### src/icc_pkg.sv
// Constants, register map and field layout of the interrupt context capture block.
package icc_pkg;

  // ==========================================================================
  // Sizes.
  localparam int NUM_SRC = 18;
  localparam int BID_W = 12;
  localparam int NUM_CH = 2;
  localparam int ADDR_W = 8;
  localparam int THR_W = 8;
  localparam int NUM_EV = 3;

  // ==========================================================================
  // Register byte offsets.
  localparam logic [ADDR_W-1:0] OFS_INT_CONTROL = 8'h00;
  localparam logic [ADDR_W-1:0] OFS_VECTOR_BASE = 8'h04;
  localparam logic [ADDR_W-1:0] OFS_INT_SOURCE_MASK = 8'h08;
  localparam logic [ADDR_W-1:0] OFS_CURRENT_INT_CAPTURE = 8'h0C;
  localparam logic [ADDR_W-1:0] OFS_IRQ_STATUS = 8'h10;
  localparam logic [ADDR_W-1:0] OFS_IRQ_ENABLE = 8'h14;
  localparam logic [ADDR_W-1:0] OFS_IRQ_CLEAR = 8'h18;
  localparam logic [ADDR_W-1:0] OFS_GLOBAL_FIFO_BYTE_COUNT = 8'h20;
  localparam logic [ADDR_W-1:0] OFS_GLOBAL_CHANNEL_NUMBER = 8'h24;
  localparam logic [ADDR_W-1:0] OFS_GLOBAL_INT_TYPE = 8'h28;
  localparam logic [ADDR_W-1:0] OFS_GLOBAL_RX_FIFO_PORT = 8'h2C;
  localparam logic [ADDR_W-1:0] OFS_GLOBAL_TX_FIFO_PORT = 8'h30;
  localparam logic [ADDR_W-1:0] OFS_GLOBAL_RX_FILL = 8'h34;
  localparam logic [ADDR_W-1:0] OFS_GLOBAL_TX_SPACE = 8'h38;
  localparam logic [ADDR_W-1:0] OFS_GLOBAL_CHAN_STATUS = 8'h3C;
  localparam logic [ADDR_W-1:0] OFS_GLOBAL_BID_FIELD = 8'h40;
  localparam logic [ADDR_W-1:0] OFS_GLOBAL_VECTOR = 8'h44;

  // ==========================================================================
  // Field positions.
  localparam int THR_LSB = 0;
  localparam int THR_MSB = 7;
  localparam int VMOD_TYPE_BIT = 8;
  localparam int VMOD_CHAN_BIT = 9;
  localparam int CTRL_W = 10;
  localparam int CAP_CH_BIT = 0;
  localparam int CAP_TYPE_LSB = 1;
  localparam int CAP_TYPE_MSB = 4;
  localparam int CAP_CODE_MSB = 3;
  localparam int CAP_CNT_LSB = 4;
  localparam int CAP_CNT_MSB = 11;
  localparam int EV_REQ = 0;
  localparam int EV_CAP = 1;
  localparam int EV_EMPTY = 2;

  // ==========================================================================
  // Reset values and special codes.
  localparam logic [CTRL_W-1:0] CTRL_RST = 10'h000;
  localparam logic [7:0] VBASE_RST = 8'h00;
  localparam logic [NUM_SRC-1:0] MASK_RST = 18'h00000;
  localparam logic [BID_W-1:0] CAPTURE_EMPTY = 12'h000;
  localparam logic [3:0] TYPE_NONE = 4'h0;
  localparam logic [2:0] CODE_RX_OK = 3'h1;
  localparam logic [2:0] CODE_RX_ERR = 3'h5;
  localparam logic [2:0] CODE_RX_WDOG = 3'h4;
  localparam logic [2:0] CODE_TX = 3'h2;

  // True when bid bits three to one name a FIFO source.
  function automatic logic icc_is_fifo(input logic [2:0] code);
    icc_is_fifo = (code == CODE_RX_OK) || (code == CODE_RX_ERR) ||
                  (code == CODE_RX_WDOG) || (code == CODE_TX);
  endfunction

endpackage

### src/icc_top.sv
// Interrupt context capture top with APB registers, vector and global ports.
//
// Implementation choices: the register addresses and the APB slave port.
`timescale 1ns/1ps
module icc_top
(
  input wire logic mclk,
  input wire logic rst_n,
  input wire logic psel,
  input wire logic penable,
  input wire logic pwrite,
  input wire logic [icc_pkg::ADDR_W-1:0] paddr,
  input wire logic [31:0] pwdata,
  output logic [31:0] prdata,
  output logic pready,
  output logic pslverr,
  input wire logic int_ack_n,
  output logic int_request_n,
  output logic [7:0] int_vector,
  output logic int_vector_valid,
  input wire logic [icc_pkg::NUM_SRC*icc_pkg::BID_W-1:0] bids,
  input wire logic [icc_pkg::NUM_CH*8-1:0] rx_data,
  input wire logic [icc_pkg::NUM_CH*8-1:0] rx_fill,
  input wire logic [icc_pkg::NUM_CH*8-1:0] tx_space,
  input wire logic [icc_pkg::NUM_CH*8-1:0] chan_status,
  output logic [icc_pkg::NUM_CH-1:0] rx_pop,
  output logic [icc_pkg::NUM_CH-1:0] tx_push,
  output logic [7:0] tx_data,
  output logic irq
);
  import icc_pkg::*;

  // ==========================================================================
  // Declarations.
  logic [CTRL_W-1:0] ctrl_r;
  logic [CTRL_W-1:0] ctrl_nxt;
  logic [7:0] vbase_r;
  logic [7:0] vbase_nxt;
  logic [NUM_SRC-1:0] mask_r;
  logic [NUM_SRC-1:0] mask_nxt;
  logic [BID_W-1:0] cap_r;
  logic [BID_W-1:0] cap_nxt;
  logic [7:0] vec_r;
  logic [7:0] vec_nxt;
  logic [NUM_EV-1:0] stat_r;
  logic [NUM_EV-1:0] stat_nxt;
  logic [NUM_EV-1:0] en_r;
  logic [NUM_EV-1:0] en_nxt;
  logic req_prev_r;
  logic req_prev_nxt;
  logic [31:0] prdata_r;
  logic [31:0] prdata_nxt;
  logic [NUM_CH-1:0] rx_pop_r;
  logic [NUM_CH-1:0] rx_pop_nxt;
  logic [NUM_CH-1:0] tx_push_r;
  logic [NUM_CH-1:0] tx_push_nxt;
  logic [7:0] tx_data_r;
  logic [7:0] tx_data_nxt;
  logic [BID_W-1:0] win;
  logic win_valid;
  logic ack_active;
  logic ack_fall;
  logic setup;
  logic access;
  logic wr;
  logic rd;
  logic hit;
  logic refresh;
  logic capture;
  logic [BID_W-1:0] cap_load;
  logic [NUM_EV-1:0] ev;
  logic [NUM_EV-1:0] clr;
  logic [31:0] rd_data;
  logic ctx_ch;
  logic [3:0] ctx_type;
  logic [7:0] ctx_count;
  logic [NUM_CH-1:0] ctx_onehot;

  // ==========================================================================
  // Submodules.
  icc_ack_sync u_ack
  (
    .mclk(mclk),
    .rst_n(rst_n),
    .int_ack_n(int_ack_n),
    .ack_active(ack_active),
    .ack_fall(ack_fall)
  );

  icc_arbiter u_arb
  (
    .mclk(mclk),
    .rst_n(rst_n),
    .bids(bids),
    .src_mask(mask_r),
    .threshold(ctrl_r[THR_MSB:THR_LSB]),
    .win(win),
    .win_valid(win_valid)
  );

  // ==========================================================================
  // APB phase decode; every access completes without wait states.
  assign setup = psel & ~penable;
  assign access = psel & penable;
  assign wr = access & pwrite;
  assign rd = access & ~pwrite;
  assign pready = 1'b1;
  assign pslverr = access & ~hit;

  // Address hit check, read-only and write-only registers included.
  always_comb
  begin
    unique case (paddr)
      OFS_INT_CONTROL, OFS_VECTOR_BASE, OFS_INT_SOURCE_MASK,
      OFS_CURRENT_INT_CAPTURE, OFS_IRQ_STATUS, OFS_IRQ_ENABLE, OFS_IRQ_CLEAR,
      OFS_GLOBAL_FIFO_BYTE_COUNT, OFS_GLOBAL_CHANNEL_NUMBER, OFS_GLOBAL_INT_TYPE,
      OFS_GLOBAL_RX_FIFO_PORT, OFS_GLOBAL_TX_FIFO_PORT, OFS_GLOBAL_RX_FILL,
      OFS_GLOBAL_TX_SPACE, OFS_GLOBAL_CHAN_STATUS, OFS_GLOBAL_BID_FIELD,
      OFS_GLOBAL_VECTOR: hit = 1'b1;
      default: hit = 1'b0;
    endcase
  end

  // ==========================================================================
  // Interrupt context taken from the captured value.
  assign ctx_ch = cap_r[CAP_CH_BIT];
  assign ctx_type = cap_r[CAP_TYPE_MSB:CAP_TYPE_LSB];
  // One select line per channel; exactly one is high for any context.
  genvar gc;
  generate
    for (gc = 0; gc < NUM_CH; gc++)
    begin : g_ctx
      assign ctx_onehot[gc] = (int'(ctx_ch) == gc);
    end
  endgenerate
  // Only FIFO sources carry a byte count; others read zero.
  assign ctx_count = icc_is_fifo(cap_r[CAP_CODE_MSB:CAP_TYPE_LSB]) ?
                     cap_r[CAP_CNT_MSB:CAP_CNT_LSB] : 8'h00;

  // A refresh write and an acknowledge edge share one capture path.
  assign refresh = wr & (paddr == OFS_CURRENT_INT_CAPTURE);
  assign capture = ack_fall | refresh;
  assign cap_load = win_valid ? win : CAPTURE_EMPTY;

  // Capture register; it holds its value between captures.
  always_comb
  begin
    cap_nxt = cap_r;
    if (capture)
    begin
      cap_nxt = cap_load;
    end
  end

  // Vector rebuilt from the base at each capture, held otherwise.
  always_comb
  begin
    vec_nxt = vec_r;
    if (capture)
    begin
      vec_nxt = vbase_r;
      if (ctrl_r[VMOD_TYPE_BIT])
      begin
        vec_nxt[CAP_TYPE_MSB:CAP_TYPE_LSB] = cap_load[CAP_TYPE_MSB:CAP_TYPE_LSB];
      end
      if (ctrl_r[VMOD_CHAN_BIT])
      begin
        vec_nxt[CAP_CH_BIT] = cap_load[CAP_CH_BIT];
      end
    end
  end

  // ==========================================================================
  // Writable registers and the clear strobe of the interrupt status.
  always_comb
  begin
    ctrl_nxt = ctrl_r;
    vbase_nxt = vbase_r;
    mask_nxt = mask_r;
    en_nxt = en_r;
    clr = '0;
    if (wr)
    begin
      unique case (paddr)
        OFS_INT_CONTROL: ctrl_nxt = pwdata[CTRL_W-1:0];
        OFS_VECTOR_BASE: vbase_nxt = pwdata[7:0];
        OFS_INT_SOURCE_MASK: mask_nxt = pwdata[NUM_SRC-1:0];
        OFS_IRQ_ENABLE: en_nxt = pwdata[NUM_EV-1:0];
        OFS_IRQ_CLEAR: clr = pwdata[NUM_EV-1:0];
        default: ;
      endcase
    end
  end

  // ==========================================================================
  // Interrupt status events; a new event in the clearing cycle keeps its bit set.
  always_comb
  begin
    req_prev_nxt = win_valid;
    ev[EV_REQ] = win_valid & ~req_prev_r;
    ev[EV_CAP] = capture;
    ev[EV_EMPTY] = capture & ~win_valid;
    stat_nxt = (stat_r & ~clr) | ev;
  end

  // ==========================================================================
  // Global receive port pops the context channel after the access.
  always_comb
  begin
    rx_pop_nxt = '0;
    if (rd && (paddr == OFS_GLOBAL_RX_FIFO_PORT))
    begin
      rx_pop_nxt = ctx_onehot;
    end
  end

  // Global transmit port pushes its byte into the context channel.
  always_comb
  begin
    tx_push_nxt = '0;
    tx_data_nxt = tx_data_r;
    if (wr && (paddr == OFS_GLOBAL_TX_FIFO_PORT))
    begin
      tx_push_nxt = ctx_onehot;
      tx_data_nxt = pwdata[7:0];
    end
  end

  // ==========================================================================
  // Read mux; globals index the per-channel inputs by the context.
  always_comb
  begin
    rd_data = 32'h0000_0000;
    unique case (paddr)
      OFS_INT_CONTROL: rd_data[CTRL_W-1:0] = ctrl_r;
      OFS_VECTOR_BASE: rd_data[7:0] = vbase_r;
      OFS_INT_SOURCE_MASK: rd_data[NUM_SRC-1:0] = mask_r;
      OFS_CURRENT_INT_CAPTURE: rd_data[BID_W-1:0] = cap_r;
      OFS_IRQ_STATUS: rd_data[NUM_EV-1:0] = stat_r;
      OFS_IRQ_ENABLE: rd_data[NUM_EV-1:0] = en_r;
      OFS_GLOBAL_FIFO_BYTE_COUNT: rd_data[7:0] = ctx_count;
      OFS_GLOBAL_CHANNEL_NUMBER: rd_data[0] = ctx_ch;
      OFS_GLOBAL_INT_TYPE: rd_data[3:0] = ctx_type;
      OFS_GLOBAL_RX_FIFO_PORT: rd_data[7:0] = rx_data[ctx_ch*8 +: 8];
      OFS_GLOBAL_RX_FILL: rd_data[7:0] = rx_fill[ctx_ch*8 +: 8];
      OFS_GLOBAL_TX_SPACE: rd_data[7:0] = tx_space[ctx_ch*8 +: 8];
      OFS_GLOBAL_CHAN_STATUS: rd_data[7:0] = chan_status[ctx_ch*8 +: 8];
      OFS_GLOBAL_BID_FIELD: rd_data[7:0] = cap_r[CAP_CNT_MSB:CAP_CNT_LSB];
      OFS_GLOBAL_VECTOR: rd_data[7:0] = vec_r;
      default: rd_data = 32'h0000_0000;
    endcase
    prdata_nxt = (setup && !pwrite) ? rd_data : prdata_r;
  end

  // ==========================================================================
  // State registers.
  always_ff @(posedge mclk or negedge rst_n)
  begin
    if (!rst_n)
    begin
      ctrl_r <= CTRL_RST;
      vbase_r <= VBASE_RST;
      mask_r <= MASK_RST;
      cap_r <= CAPTURE_EMPTY;
      vec_r <= VBASE_RST;
      stat_r <= '0;
      en_r <= '0;
      req_prev_r <= 1'b0;
      prdata_r <= 32'h0000_0000;
      rx_pop_r <= '0;
      tx_push_r <= '0;
      tx_data_r <= 8'h00;
    end
    else
    begin
      ctrl_r <= ctrl_nxt;
      vbase_r <= vbase_nxt;
      mask_r <= mask_nxt;
      cap_r <= cap_nxt;
      vec_r <= vec_nxt;
      stat_r <= stat_nxt;
      en_r <= en_nxt;
      req_prev_r <= req_prev_nxt;
      prdata_r <= prdata_nxt;
      rx_pop_r <= rx_pop_nxt;
      tx_push_r <= tx_push_nxt;
      tx_data_r <= tx_data_nxt;
    end
  end

  // ==========================================================================
  // Outputs.
  // Bus read data comes straight from its register.
  assign prdata = prdata_r;

  // Request and vector pins of the host side.
  assign int_request_n = ~win_valid;
  assign int_vector = vec_r;
  assign int_vector_valid = ack_active;

  // FIFO strobes and the transmit byte.
  assign rx_pop = rx_pop_r;
  assign tx_push = tx_push_r;
  assign tx_data = tx_data_r;

  // Level interrupt while any enabled status bit is set.
  assign irq = |(stat_r & en_r);

endmodule

### src/icc_ack_sync.sv
// Acknowledge pin synchroniser with falling edge detection.
`timescale 1ns/1ps
module icc_ack_sync
(
  input wire logic mclk,
  input wire logic rst_n,
  input wire logic int_ack_n,
  output logic ack_active,
  output logic ack_fall
);
  import icc_pkg::*;

  logic meta_r;
  logic sync_r;
  logic prev_r;
  logic meta_nxt;
  logic sync_nxt;
  logic prev_nxt;

  // Two stages resolve metastability; the third remembers the last level.
  always_comb
  begin
    meta_nxt = int_ack_n;
    sync_nxt = meta_r;
    prev_nxt = sync_r;
  end

  // Idle level of the pin is high, so reset to high.
  always_ff @(posedge mclk or negedge rst_n)
  begin
    if (!rst_n)
    begin
      meta_r <= 1'b1;
      sync_r <= 1'b1;
      prev_r <= 1'b1;
    end
    else
    begin
      meta_r <= meta_nxt;
      sync_r <= sync_nxt;
      prev_r <= prev_nxt;
    end
  end

  // One pulse per falling edge, however long the pin stays low.
  assign ack_fall = prev_r & ~sync_r;
  assign ack_active = ~sync_r;

endmodule

### src/icc_arbiter.sv
// Half-rate bid arbiter that keeps the latest winning bid.
`timescale 1ns/1ps
module icc_arbiter
(
  input wire logic mclk,
  input wire logic rst_n,
  input wire logic [icc_pkg::NUM_SRC*icc_pkg::BID_W-1:0] bids,
  input wire logic [icc_pkg::NUM_SRC-1:0] src_mask,
  input wire logic [icc_pkg::THR_W-1:0] threshold,
  output logic [icc_pkg::BID_W-1:0] win,
  output logic win_valid
);
  import icc_pkg::*;

  logic phase_r;
  logic phase_nxt;
  logic [NUM_SRC*BID_W-1:0] hold_r;
  logic [NUM_SRC*BID_W-1:0] hold_nxt;
  logic [BID_W-1:0] win_r;
  logic [BID_W-1:0] win_nxt;
  logic valid_r;
  logic valid_nxt;
  logic [BID_W-1:0] masked [NUM_SRC];
  logic [BID_W-1:0] best;
  logic [BID_W-2:0] thr_ext;

  // Threshold bit zero lines up with bid bit four.
  assign thr_ext = {threshold, 3'h0};

  // Sources that are disabled or not above threshold bid zero.
  genvar gi;
  generate
    for (gi = 0; gi < NUM_SRC; gi++)
    begin : g_src
      logic [BID_W-1:0] b;
      assign b = hold_r[gi*BID_W +: BID_W];
      assign masked[gi] = (src_mask[gi] && (b[BID_W-1:1] > thr_ext)) ? b : CAPTURE_EMPTY;
    end
  endgenerate

  // Highest bid wins; the channel bit breaks ties toward channel B.
  always_comb
  begin
    best = CAPTURE_EMPTY;
    for (int i = 0; i < NUM_SRC; i++)
    begin
      if (masked[i] > best)
      begin
        best = masked[i];
      end
    end
  end

  // Bids are latched in one phase and judged in the next.
  always_comb
  begin
    phase_nxt = ~phase_r;
    hold_nxt = phase_r ? hold_r : bids;
    win_nxt = phase_r ? best : win_r;
    valid_nxt = phase_r ? (best != CAPTURE_EMPTY) : valid_r;
  end

  // Arbiter state registers.
  always_ff @(posedge mclk or negedge rst_n)
  begin
    if (!rst_n)
    begin
      phase_r <= 1'b0;
      hold_r <= '0;
      win_r <= CAPTURE_EMPTY;
      valid_r <= 1'b0;
    end
    else
    begin
      phase_r <= phase_nxt;
      hold_r <= hold_nxt;
      win_r <= win_nxt;
      valid_r <= valid_nxt;
    end
  end

  assign win = win_r;
  assign win_valid = valid_r;

endmodule

### config.mk
export PLATFORM = sky130hd
export DESIGN_NAME = icc_top
export DESIGN_NICKNAME = d
export VERILOG_FILES = /design/src/icc_pkg.sv /design/src/icc_top.sv /design/src/icc_ack_sync.sv /design/src/icc_arbiter.sv
export SDC_FILE = /design/constraint.sdc
export NUM_CORES = 1
export LEC_CHECK = 0
export BUFFER_PORTS_ARGS = -buffer_cell sky130_fd_sc_hd__buf_2
export CORE_UTILIZATION = 33
export DETAILED_ROUTE_END_ITERATION = 16
export GPL_TIMING_DRIVEN = 0
export PLACE_DENSITY_LB_ADDON = 0.12
export SLEW_MARGIN = 20
export SYNTH_ARGS = -nofsm -noshare
export SYNTH_HDL_FRONTEND = slang
export SYNTH_SLANG_ARGS = --single-unit
### constraint.sdc
create_clock -name mclk -period 77.7 [get_ports mclk]
set_input_delay 7.77 -clock mclk [delete_from_list [all_inputs] [get_ports mclk]]
set_output_delay 7.77 -clock mclk [all_outputs]
set_load 0.03 [all_outputs]
---- Yosys cells after proc, flatten, opt, wreduce, memory -nomap -nowiden ----
Index checks and enable logic that the tools add are counted.
storage, ports and cells
  bits in registers ....................... 326
  input bits .............................. 326
  logic and storage cells ................. 187
cells by class
  magnitude comparators ................... 36
  eq/ne operators ......................... 20
  shift-type cells ........................ 4
  muxes and demuxes ....................... 52
  bitwise logic cells ..................... 22
  reductions and logical operators ........ 34
operators by type and width
  cell                                                                    count
  12-bit two-way mux                                                      37
  12-bit > comparator                                                     17
  11-bit > comparator                                                     18
  8-bit by 6-bit == test with 1-bit output (second input constant)        8
  16-bit by 5-bit variable part select with 8-bit output                  4
  4-bit case mux with 11 select lines                                     1
  2-bit case mux with 14 select lines                                     1
  8-bit by 5-bit == test with 1-bit output (second input constant)        3
  1-bit logical AND                                                       21
  17-bit OR reduction                                                     1
  8-bit by 4-bit == test with 1-bit output (second input constant)        2
  8-bit by 7-bit == test with 1-bit output (second input constant)        2
  1-bit case mux with 14 select lines                                     1
  12-bit by 1-bit > comparator with 1-bit output (second input constant)  1
  1-bit case mux with 12 select lines                                     1
  12-bit nonzero test                                                     1
  1-bit AND                                                               9
  8-bit by 3-bit == test with 1-bit output (second input constant)        1
  8-bit zero test                                                         1
  8-bit two-way mux                                                       1
  1-bit inverter                                                          8
  2-bit AND reduction                                                     4
  3-bit AND                                                               2
  3-bit == test (second input constant)                                   2
  16 further kinds                                                        21

---- Longest topological paths before layout ----
Gate-level depths: netlist of run 1.
  word-level depth ........................ 40
  gate-level depth with buffers ........... 204

---- By module ----
Synthesis of run 1 repeated with hierarchy kept, for this count alone.
unflattened totals
  cells, all modules ...................... 2871
  area total of the unflattened synthesis .. 27104.7 µm²
modules (own cells, without submodules)
  module        instances  cells an instance  area an instance (µm²)  sequential area each (µm²)
  icc_arbiter   1          2368               21834.7                 5755.5
  icc_top       1          498                5181.2                  2327.2
  icc_ack_sync  1          5                  88.8                    78.8

---- Least setup slack after synthesis of run 1 ----
Ideal clock, no wire load.
  path kind ............................... register -> register
  start point ............................. register ctrl_r[1]
  end point ............................... register u_arb.valid_r, in the netlist u_arb.win_valid
  data arrival time ....................... 35189 ps
  data required time ...................... 77557 ps
  path slack .............................. 42368 ps
  cell stages (with the launch flop) ...... 184
  path buffers ............................ 28
  period minus slack after synthesis ...... 35332 ps
  path through ............................ dfrtp_1 -> inv_1 -> ha_1 -> nor2b_1 -> o211ai_1 -> a211o_1 -> a21oi_1 -> clkbuf_1 -> buf_1 -> nand2_1 -> ha_1 -> a41oi_1 -> o21ai_1 -> a221o_1 -> o21ai_2 -> clkbuf_1 -> clkbuf_1 -> a31oi_1 -> [... 148 more ...] -> o21a_1 -> o41a_1 -> a21oi_2 -> nand2_2 -> buf_4 -> buf_4 -> nor2_1 -> a21oi_1 -> ha_1 -> nand4_1 -> or2_2 -> o21ai_0 -> o22a_1 -> clkbuf_1 -> nor2_1 -> a221o_1 -> nor4_1 -> a32oi_1
on the way
  word-level cells in the longest chain between the ends .. 40
  elaborated cells on any way between the ends .. 91
ends and longest elaborated chain
  item                                            line               source
  start: declaration                              icc_top.sv:35      logic [CTRL_W-1:0] ctrl_r;
  start signal: assignment                        icc_top.sv:276     ctrl_r <= ctrl_nxt;
  11-bit > comparator                             icc_arbiter.sv:37  assign masked[gi] = (src_mask[gi] && (b[BID_W-1:1] > thr_ext)) ? b : CAPTURE_EMPTY;
  1-bit logical AND                               icc_arbiter.sv:37
  12-bit two-way mux                              icc_arbiter.sv:37
  12-bit by 1-bit > comparator with 1-bit output  icc_arbiter.sv:47  if (masked[i] > best)
  12-bit two-way mux                              icc_arbiter.sv:47
  12-bit > comparator                             icc_arbiter.sv:47
  12-bit two-way mux                              icc_arbiter.sv:47
  12-bit > comparator                             icc_arbiter.sv:47
  [... 24 more ...]                               --
  12-bit two-way mux                              icc_arbiter.sv:47
  12-bit > comparator                             icc_arbiter.sv:47
  12-bit two-way mux                              icc_arbiter.sv:47
  12-bit > comparator                             icc_arbiter.sv:47
  12-bit two-way mux                              icc_arbiter.sv:47
  12-bit > comparator                             icc_arbiter.sv:47
  12-bit two-way mux (*)                          icc_arbiter.sv:47
  12-bit nonzero test (*)                         icc_arbiter.sv:60  valid_nxt = phase_r ? (best != CAPTURE_EMPTY) : valid_r;
  end signal: assignment                          icc_arbiter.sv:78  valid_r <= valid_nxt;
  end: declaration                                icc_arbiter.sv:21  logic valid_r;
Every way passes the cells marked *; elsewhere a longest branch is shown, timed or not.
A chain may end at the register's enable or synchronous reset.

---- Final worst setup path of run 1 ----
Ends and elaborated chain as after synthesis.

==> flow_summary.ini, run 1 <==
[status]
status = finished clean

[yosys]
yosys_warnings = 0
synth_cells = 2851
yosysSeqAreaShare_pct = 30.73
synthArstFlopShare_pct = 100.0
avgSynthCellArea_um2 = 9.317
ys.flop_type = dfrtp_1
synth_cell_types = 114
synth_edf_count = 0
synth_area_mm2 = 0.02656
synth-seq-cells = 326

[cts]
worstSkewPairLatency_ps = 580
numCtsBuffers = 41
cts-root-buf = clkbuf_16
cts_tree = done
path_clk_slew_ps = 60
cts_setup_buffers = 0
cts.htree.levels = 2
post_cts_resized = 0
cts_hold_buf = 0
cts_sinks = 326
clockBufferDepth = 3

[global_route]
grt_pass1_wl_mm = 144.5
grtUsageTotal_pct = 23.18
grt_max_degree = 96
antenna_found_initial = 9
first_global_vias = 23630
overflow = 0

[setup_path]
start_kind = flop
slowest_delay_ps = 580
end_kind = flop
cp_slowest_cell = o21ai_1
path_class = reg -> reg
cp_top_family = compound AO/OA/AOI/OAI gates
reg2reg_slack_ps = 34610
critical_path_required_ps = 78130
path_buf_inv = 31
rr_worst_depth = 190
r2r_end = u_arb.win_valid$_DFFE_PN0P_
crit_arrival_ps = 43520
critPathMaxFanout = 14
reg2reg_from = ctrl_r[1]$_DFFE_PN0P_

[timing]
fmax_ghz = 0.02321
finClkSkew_ps = 19.54
slew_headroom_pct = 24.74
period_share_pct = 55.46
timing.setup.tns_ps = 0
setup_viol = 0
worst_slew_pin_slew_ps = 1129
hold_violations = 0
min_period_ps = 43090
drv_slew = 0
rsz0062_at_grt = no

[floorplan]
core_area_mm2 = 0.07926
die_area_mm2 = 0.08163
die_w_um = 285.7
num_rows = 103
die_y_um = 285.7
start_util_pct = 33.51
io_pins = 383

[min_path]
hp-class = reg -> reg
min_from = u_ack.meta_r$_DFF_PN1_
hold_depth = 0
min_to = u_ack.prev_nxt$_DFF_PN1_

[final_layout]
final_nets = 3921
final_cell_mix = buf_2, ha_1, dfrtp_1
layout-drive-gt1-share_pct = 25.61
final_common_cell = buf_2
areaGrowthSynthToFinish_pct = 18.18

[route]
drt-initial-drc-count = 1375
drt_wl_total_mm = 96.67
vias = 23260
ant_nets = 0
route.detailed.drc = 0
dr.pass1.iters = 5
wl_per_cell_um = 22.22
vias_per_cell = 5.345

[flow_run]
cap_violations = 0

[placement]
dp_hpwl_mm = 79.58
gp_congestion = 0.9037
io_buffers = 351
==> worst max path at each step <==
stage	start	to	slack (ps)	depth (start not counted)
final	ctrl_r[1]$_DFFE_PN0P_	u_arb.win_valid$_DFFE_PN0P_	34610	190
after global routing	ctrl_r[1]$_DFFE_PN0P_	u_arb.win_valid$_DFFE_PN0P_	31190	190
after CTS	ctrl_r[1]$_DFFE_PN0P_	u_arb.win_valid$_DFFE_PN0P_	34860	187
after detailed placement	ctrl_r[1]$_DFFE_PN0P_	u_arb.win_valid$_DFFE_PN0P_	35010	187
after global placement	ctrl_r[1]$_DFFE_PN0P_	u_arb.win_valid$_DFFE_PN0P_	34540	188
after floorplan	ctrl_r[1]$_DFFE_PN0P_	u_arb.win_valid$_DFFE_PN0P_	42370	183
==> flip-flops by register name, indices dropped and copies added (netlist names) <==
signal and cells:
rx_pop 2, u_arb.hold_r 216, tx_push 2, u_arb.win_valid 1, cap_r 12, en_r 3
u_ack.prev_nxt 1, tx_data 8, mask_r 18, prdata 18, req_prev_r 1, int_vector 8
u_ack.prev_r 1, vbase_r 8, u_ack.meta_r 1, stat_r 3, u_arb.win 12, ctrl_r 10
u_arb.phase_r 1
==> synthesized netlist by cell type, types with 9 or more instances <==
master       n  share of area [%]
a211oi_1    16               0.45
a21o_1      57                1.6
a21oi_1    138                2.6
a221oi_1    18               0.59
a31oi_1     31               0.73
and2_1     133                3.1
and3_1      21               0.49
and4_1      17               0.56
buf_4       27               0.76
clkbuf_1    83                1.2
dfrtp_1    323                 30
ha_1       325                 15
inv_1      146                2.1
mux2_2     308                 13
mux2i_1     60                2.3
nand2_1    299                4.2
nand2b_1    42               0.99
nand3_1     66                1.2
nand4_1     41               0.97
nor2_1     133                1.9
nor2b_1     56                1.3
nor3_1      21               0.40
nor4_1      15               0.35
o2111ai_1    9               0.30
o211ai_1    22               0.62
o21a_1      29               0.82
o21ai_0    155                2.9
o21ai_1     12               0.23
o311a_1     11               0.41
o31ai_1      9               0.25
or3_1       13               0.31
==> cell type report <==
cell class | instances | area, um2
Antenna cell | 2 | 5.005
Clock buffer | 54 | 1155
Inverter | 147 | 551.8
Multi-Input combinational cell | 2267 | 17350
Clock inverter | 18 | 237.7
Buffer | 124 | 575.6
Timing Repair Buffer | 363 | 2044
Tap cell | 1050 | 1314
Fill cell | 7972 | 47870
Sequential cell | 326 | 8163
==> per-layer routing <==
layer | global-route usage, % | vias up | part of all wire (%)
met1 | 30.18 | 11280 | 45
met2 | 39.07 | 587 | 47
met5 | 0 | - | 0.076
li1 | - | 11240 | -
met4 | 6.203 | 12 | 2.7
met3 | 4.410 | 135 | 6.0
==> worst register-to-register path: cells and delay by family (launching register included) <==
kind	cells	cell delay, ps
multiplexers	7	2590
adder cells (fa/ha/maj)	19	5670
buffers and inverters	31	8620
flip-flops	1	400
AND/OR/NAND/NOR	42	5860
AO/OA/AOI/OAI	91	19750
==> stage by stage <==
stage / instance area (um2) / worst slack, ps / hold slack [ps] / instances / utilization (%)
2_1_floorplan: 26610 / 42370 / 345.2 / 2864 / -
3_3_place_gp: 29680 / 34540 / 350.1 / 4265 / 37.45
3_5_place_dp: 29990 / 35010 / 348.8 / 4277 / 37.84
4_1_cts: 31380 / 34860 / 361.1 / 4349 / 39.59
5_1_grt: 31390 / 31190 / 365.7 / 4350 / 39.60
6_report: 31390 / 34610 / 361.6 / 4351 / 39.61
==> kinds of logic (layout without fill, tap and decap cells) <==
logic type | Yosys count | after routing | synth area share [%]
and+or+nand+nor | 907 | 907 | 17.51
buffers and inverters | 271 | 706 | 4.239
muxes | 373 | 373 | 15.62
adders and majority gates | 326 | 326 | 15.35
xor gates and xnor gates | 11 | 11 | 0.3910
AOI/OAI and AO/OA | 635 | 635 | 16.14
DFF | 326 | 326 | 30.73
other | 2 | 17 | 0.02827
Power of run 1 is not shown: default switching activity piles up to over one toggle a cycle in this logic, so the estimate is an artifact.
==> run 2: changes to the inputs <==
--- a/config.mk
+++ b/config.mk
@@ -5,6 +5,7 @@
 export SDC_FILE = /design/constraint.sdc
 export NUM_CORES = 1
 export LEC_CHECK = 0
+export ABC_AREA = 1
 export BUFFER_PORTS_ARGS = -buffer_cell sky130_fd_sc_hd__buf_2
 export CORE_UTILIZATION = 33
 export DETAILED_ROUTE_END_ITERATION = 16
==> constraint.sdc (replaced) <==
create_clock -name mclk -period 44.5 [get_ports mclk]
set_input_delay 4.45 -clock mclk [delete_from_list [all_inputs] [get_ports mclk]]
set_output_delay 4.45 -clock mclk [all_outputs]
set_load 0.03 [all_outputs]
==> run 2 against run 1 <==
  * Die area fell by 2.9%
  * Global-route usage rose by 1.2 points
  * Maximum frequency rose by 39%
  * Synthesized area fell by 2.9%
  * Critical endpoint unchanged
  * Design area fell by 2.4%
  * Highest routed layer is now met4
  * Clock skew rose by 6.1 ps
  * Synthesized cell count rose by 30%
==> flow_summary.ini, run 2 <==
[setup_path]
crit_top_cell = nand2_1
slowest_delay_ps = 440
end_kind = flop
cp_slowest_cell = inv_2
crit_arrival_ps = 31430
critPathMaxFanout = 10
path_class = reg -> reg
start_kind = flop
critical_path_required_ps = 45000

[yosys]
yosysSeqAreaShare_pct = 31.64
yosys_warnings = 0
synth_top_area_share_pct = 31.33
synth_cell_types = 55
yosys.area.top_type = dfrtp_1
avgSynthCellArea_um2 = 6.964
synthTopCellsByCount = nand2_1, inv_1, o21ai_0, ha_1, dfrtp_1
synth-seq-cells = 326
synth_area_mm2 = 0.02579
ys.flop_type = dfrtp_1
synth_most_common_cell = nand2_1
synth_area_leaders = dfrtp_1, nand2_1, ha_1
synth_edf_count = 0
synth_cells = 3704
synthArstFlopShare_pct = 100.0

[timing]
finClkSkew_ps = 25.64
timing.setup.tns_ps = 0
min_period_ps = 30930
fmax_ghz = 0.03233
setup_viol = 0
worst_slew_pin_slew_ps = 905.1
slew_headroom_pct = 39.66
rsz0062_at_grt = no
hold_violations = 0
drv_slew = 0
period_share_pct = 69.51

[min_path]
hp-class = reg -> reg

[cts]
cts_setup_buffers = 0
worstSkewPairLatency_ps = 600
path_clk_slew_ps = 60
post_cts_resized = 0
cts_hold_buf = 0
cts_tree = done
clockBufferDepth = 3
cts-root-buf = clkbuf_16
cts.htree.levels = 2
numCtsBuffers = 42
cts_sinks = 326

[route]
drt_wl_total_mm = 97.17
vias_per_cell = 4.833
dr.pass1.iters = 5
wl_per_cell_um = 18.69
drt-initial-drc-count = 1694
ant_nets = 0
route.detailed.drc = 0
vias = 25130

[floorplan]
start_util_pct = 33.35
die_area_mm2 = 0.07929
num_rows = 102
die_y_um = 281.6
die_w_um = 281.6
io_pins = 383
core_area_mm2 = 0.07734

[final_layout]
final_nets = 4776
final_common_cell = nand2_1
areaGrowthSynthToFinish_pct = 18.73
nFillCells = 8375
final_cell_mix = nand2_1, inv_1, o21ai_0
largest-register = u_arb.hold_r
layout-drive-gt1-share_pct = 14.65
largest_reg_flops = 216

[status]
status = finished clean

[placement]
io_buffers = 353
gp_congestion = 0.9307
dp_hpwl_mm = 78.79

[flow_run]
cap_violations = 0

[global_route]
grt_pass1_wl_mm = 145.0
first_global_vias = 23750
grtUsageTotal_pct = 24.37
overflow = 0
antenna_found_initial = 3
grt_max_degree = 85
run 2: changes by cell type after synthesis, sizes merged, moves of 61 or more:
cell,before,now
nand2,300,1134
mux2i,61,0
mux2,312,6
and2,134,11
nor2,133,334
o21ai,170,445
nand3,66,166
inv,147,483
run 2: path summary, 6_finish.rpt:
check	slack (ps)	depth (start not counted)	startpoint	end
max	13570	221	ctrl_r[5]$_DFFE_PN0P_	u_arb.win_valid$_DFFE_PN0P_
min in group asynchronous	3880	1	rst_n	u_arb.hold_r[24]$_DFFE_PN0N_
max in group asynchronous	39640	2	rst_n	u_arb.hold_r[96]$_DFFE_PN0N_
min	360	0	u_ack.meta_r$_DFF_PN1_	u_ack.prev_nxt$_DFF_PN1_
max reg2reg	13570	221	ctrl_r[5]$_DFFE_PN0P_	u_arb.win_valid$_DFFE_PN0P_
min reg2reg	360	0	u_ack.meta_r$_DFF_PN1_	u_ack.prev_nxt$_DFF_PN1_
run 2: critical path: cells and delay by family (launching register included):
kind                       cells  cell delay [ps]
AOI/OAI and AO/OA             25             4820
adders and majority gates     18             6090
buffers and inverters         41             5850
DFF                            1              390
and+or+nand+nor              137            13670
run 2: metrics by stage:
step / cells / cell area, um2 / hold WS [ps] / utilization [%] / worst slack [ps]
after floorplan: 3717 / 25840 / 345.2 / - / 19920
after global placement: 5110 / 28910 / 346.6 / 37.38 / 12870
after detailed placement: 5121 / 29210 / 351.9 / 37.77 / 13820
after CTS: 5198 / 30620 / 368.7 / 39.60 / 13650
after global routing: 5199 / 30630 / 370.9 / 39.60 / 10140
final: 5199 / 30630 / 363.6 / 39.60 / 13570
run 2: cells by family after synthesis:
kind of cell | count (synthesis) | synth area share, %
and+or+nand+nor | 1709 | 27.53
xor gates and xnor gates | 1 | 0.03396
other | 2 | 0.02911
muxes | 6 | 0.2619
buffers and inverters | 621 | 9.522
adders and majority gates | 325 | 15.76
AOI/OAI and AO/OA | 714 | 15.22
DFF | 326 | 31.64
run 2: cell type report:
cell class / count / area (um2) / area share (%)
plain buffers: 128 / 610.6 / 1.994
clock inverters: 24 / 284.0 / 0.9274
diodes: 1 / 2.502 / 0.008171
inverters: 493 / 1851 / 6.042
flip-flops and latches: 326 / 8163 / 26.65
clock buffers: 53 / 1132 / 3.697
well taps: 1040 / 1301 / 4.249
repair buffers: 364 / 2057 / 6.716
multi-input cells: 2770 / 15230 / 49.71
run 2: routing by layer:
metal,vias up,track usage (%),routed length (um)
met5,-,0,0
met3,87,2.759,4259
met1,11630,35.21,47470
met2,544,38.71,43540
met4,0,5.491,1897
li1,12870,-,-
Power of run 2 is left out for the same reason.
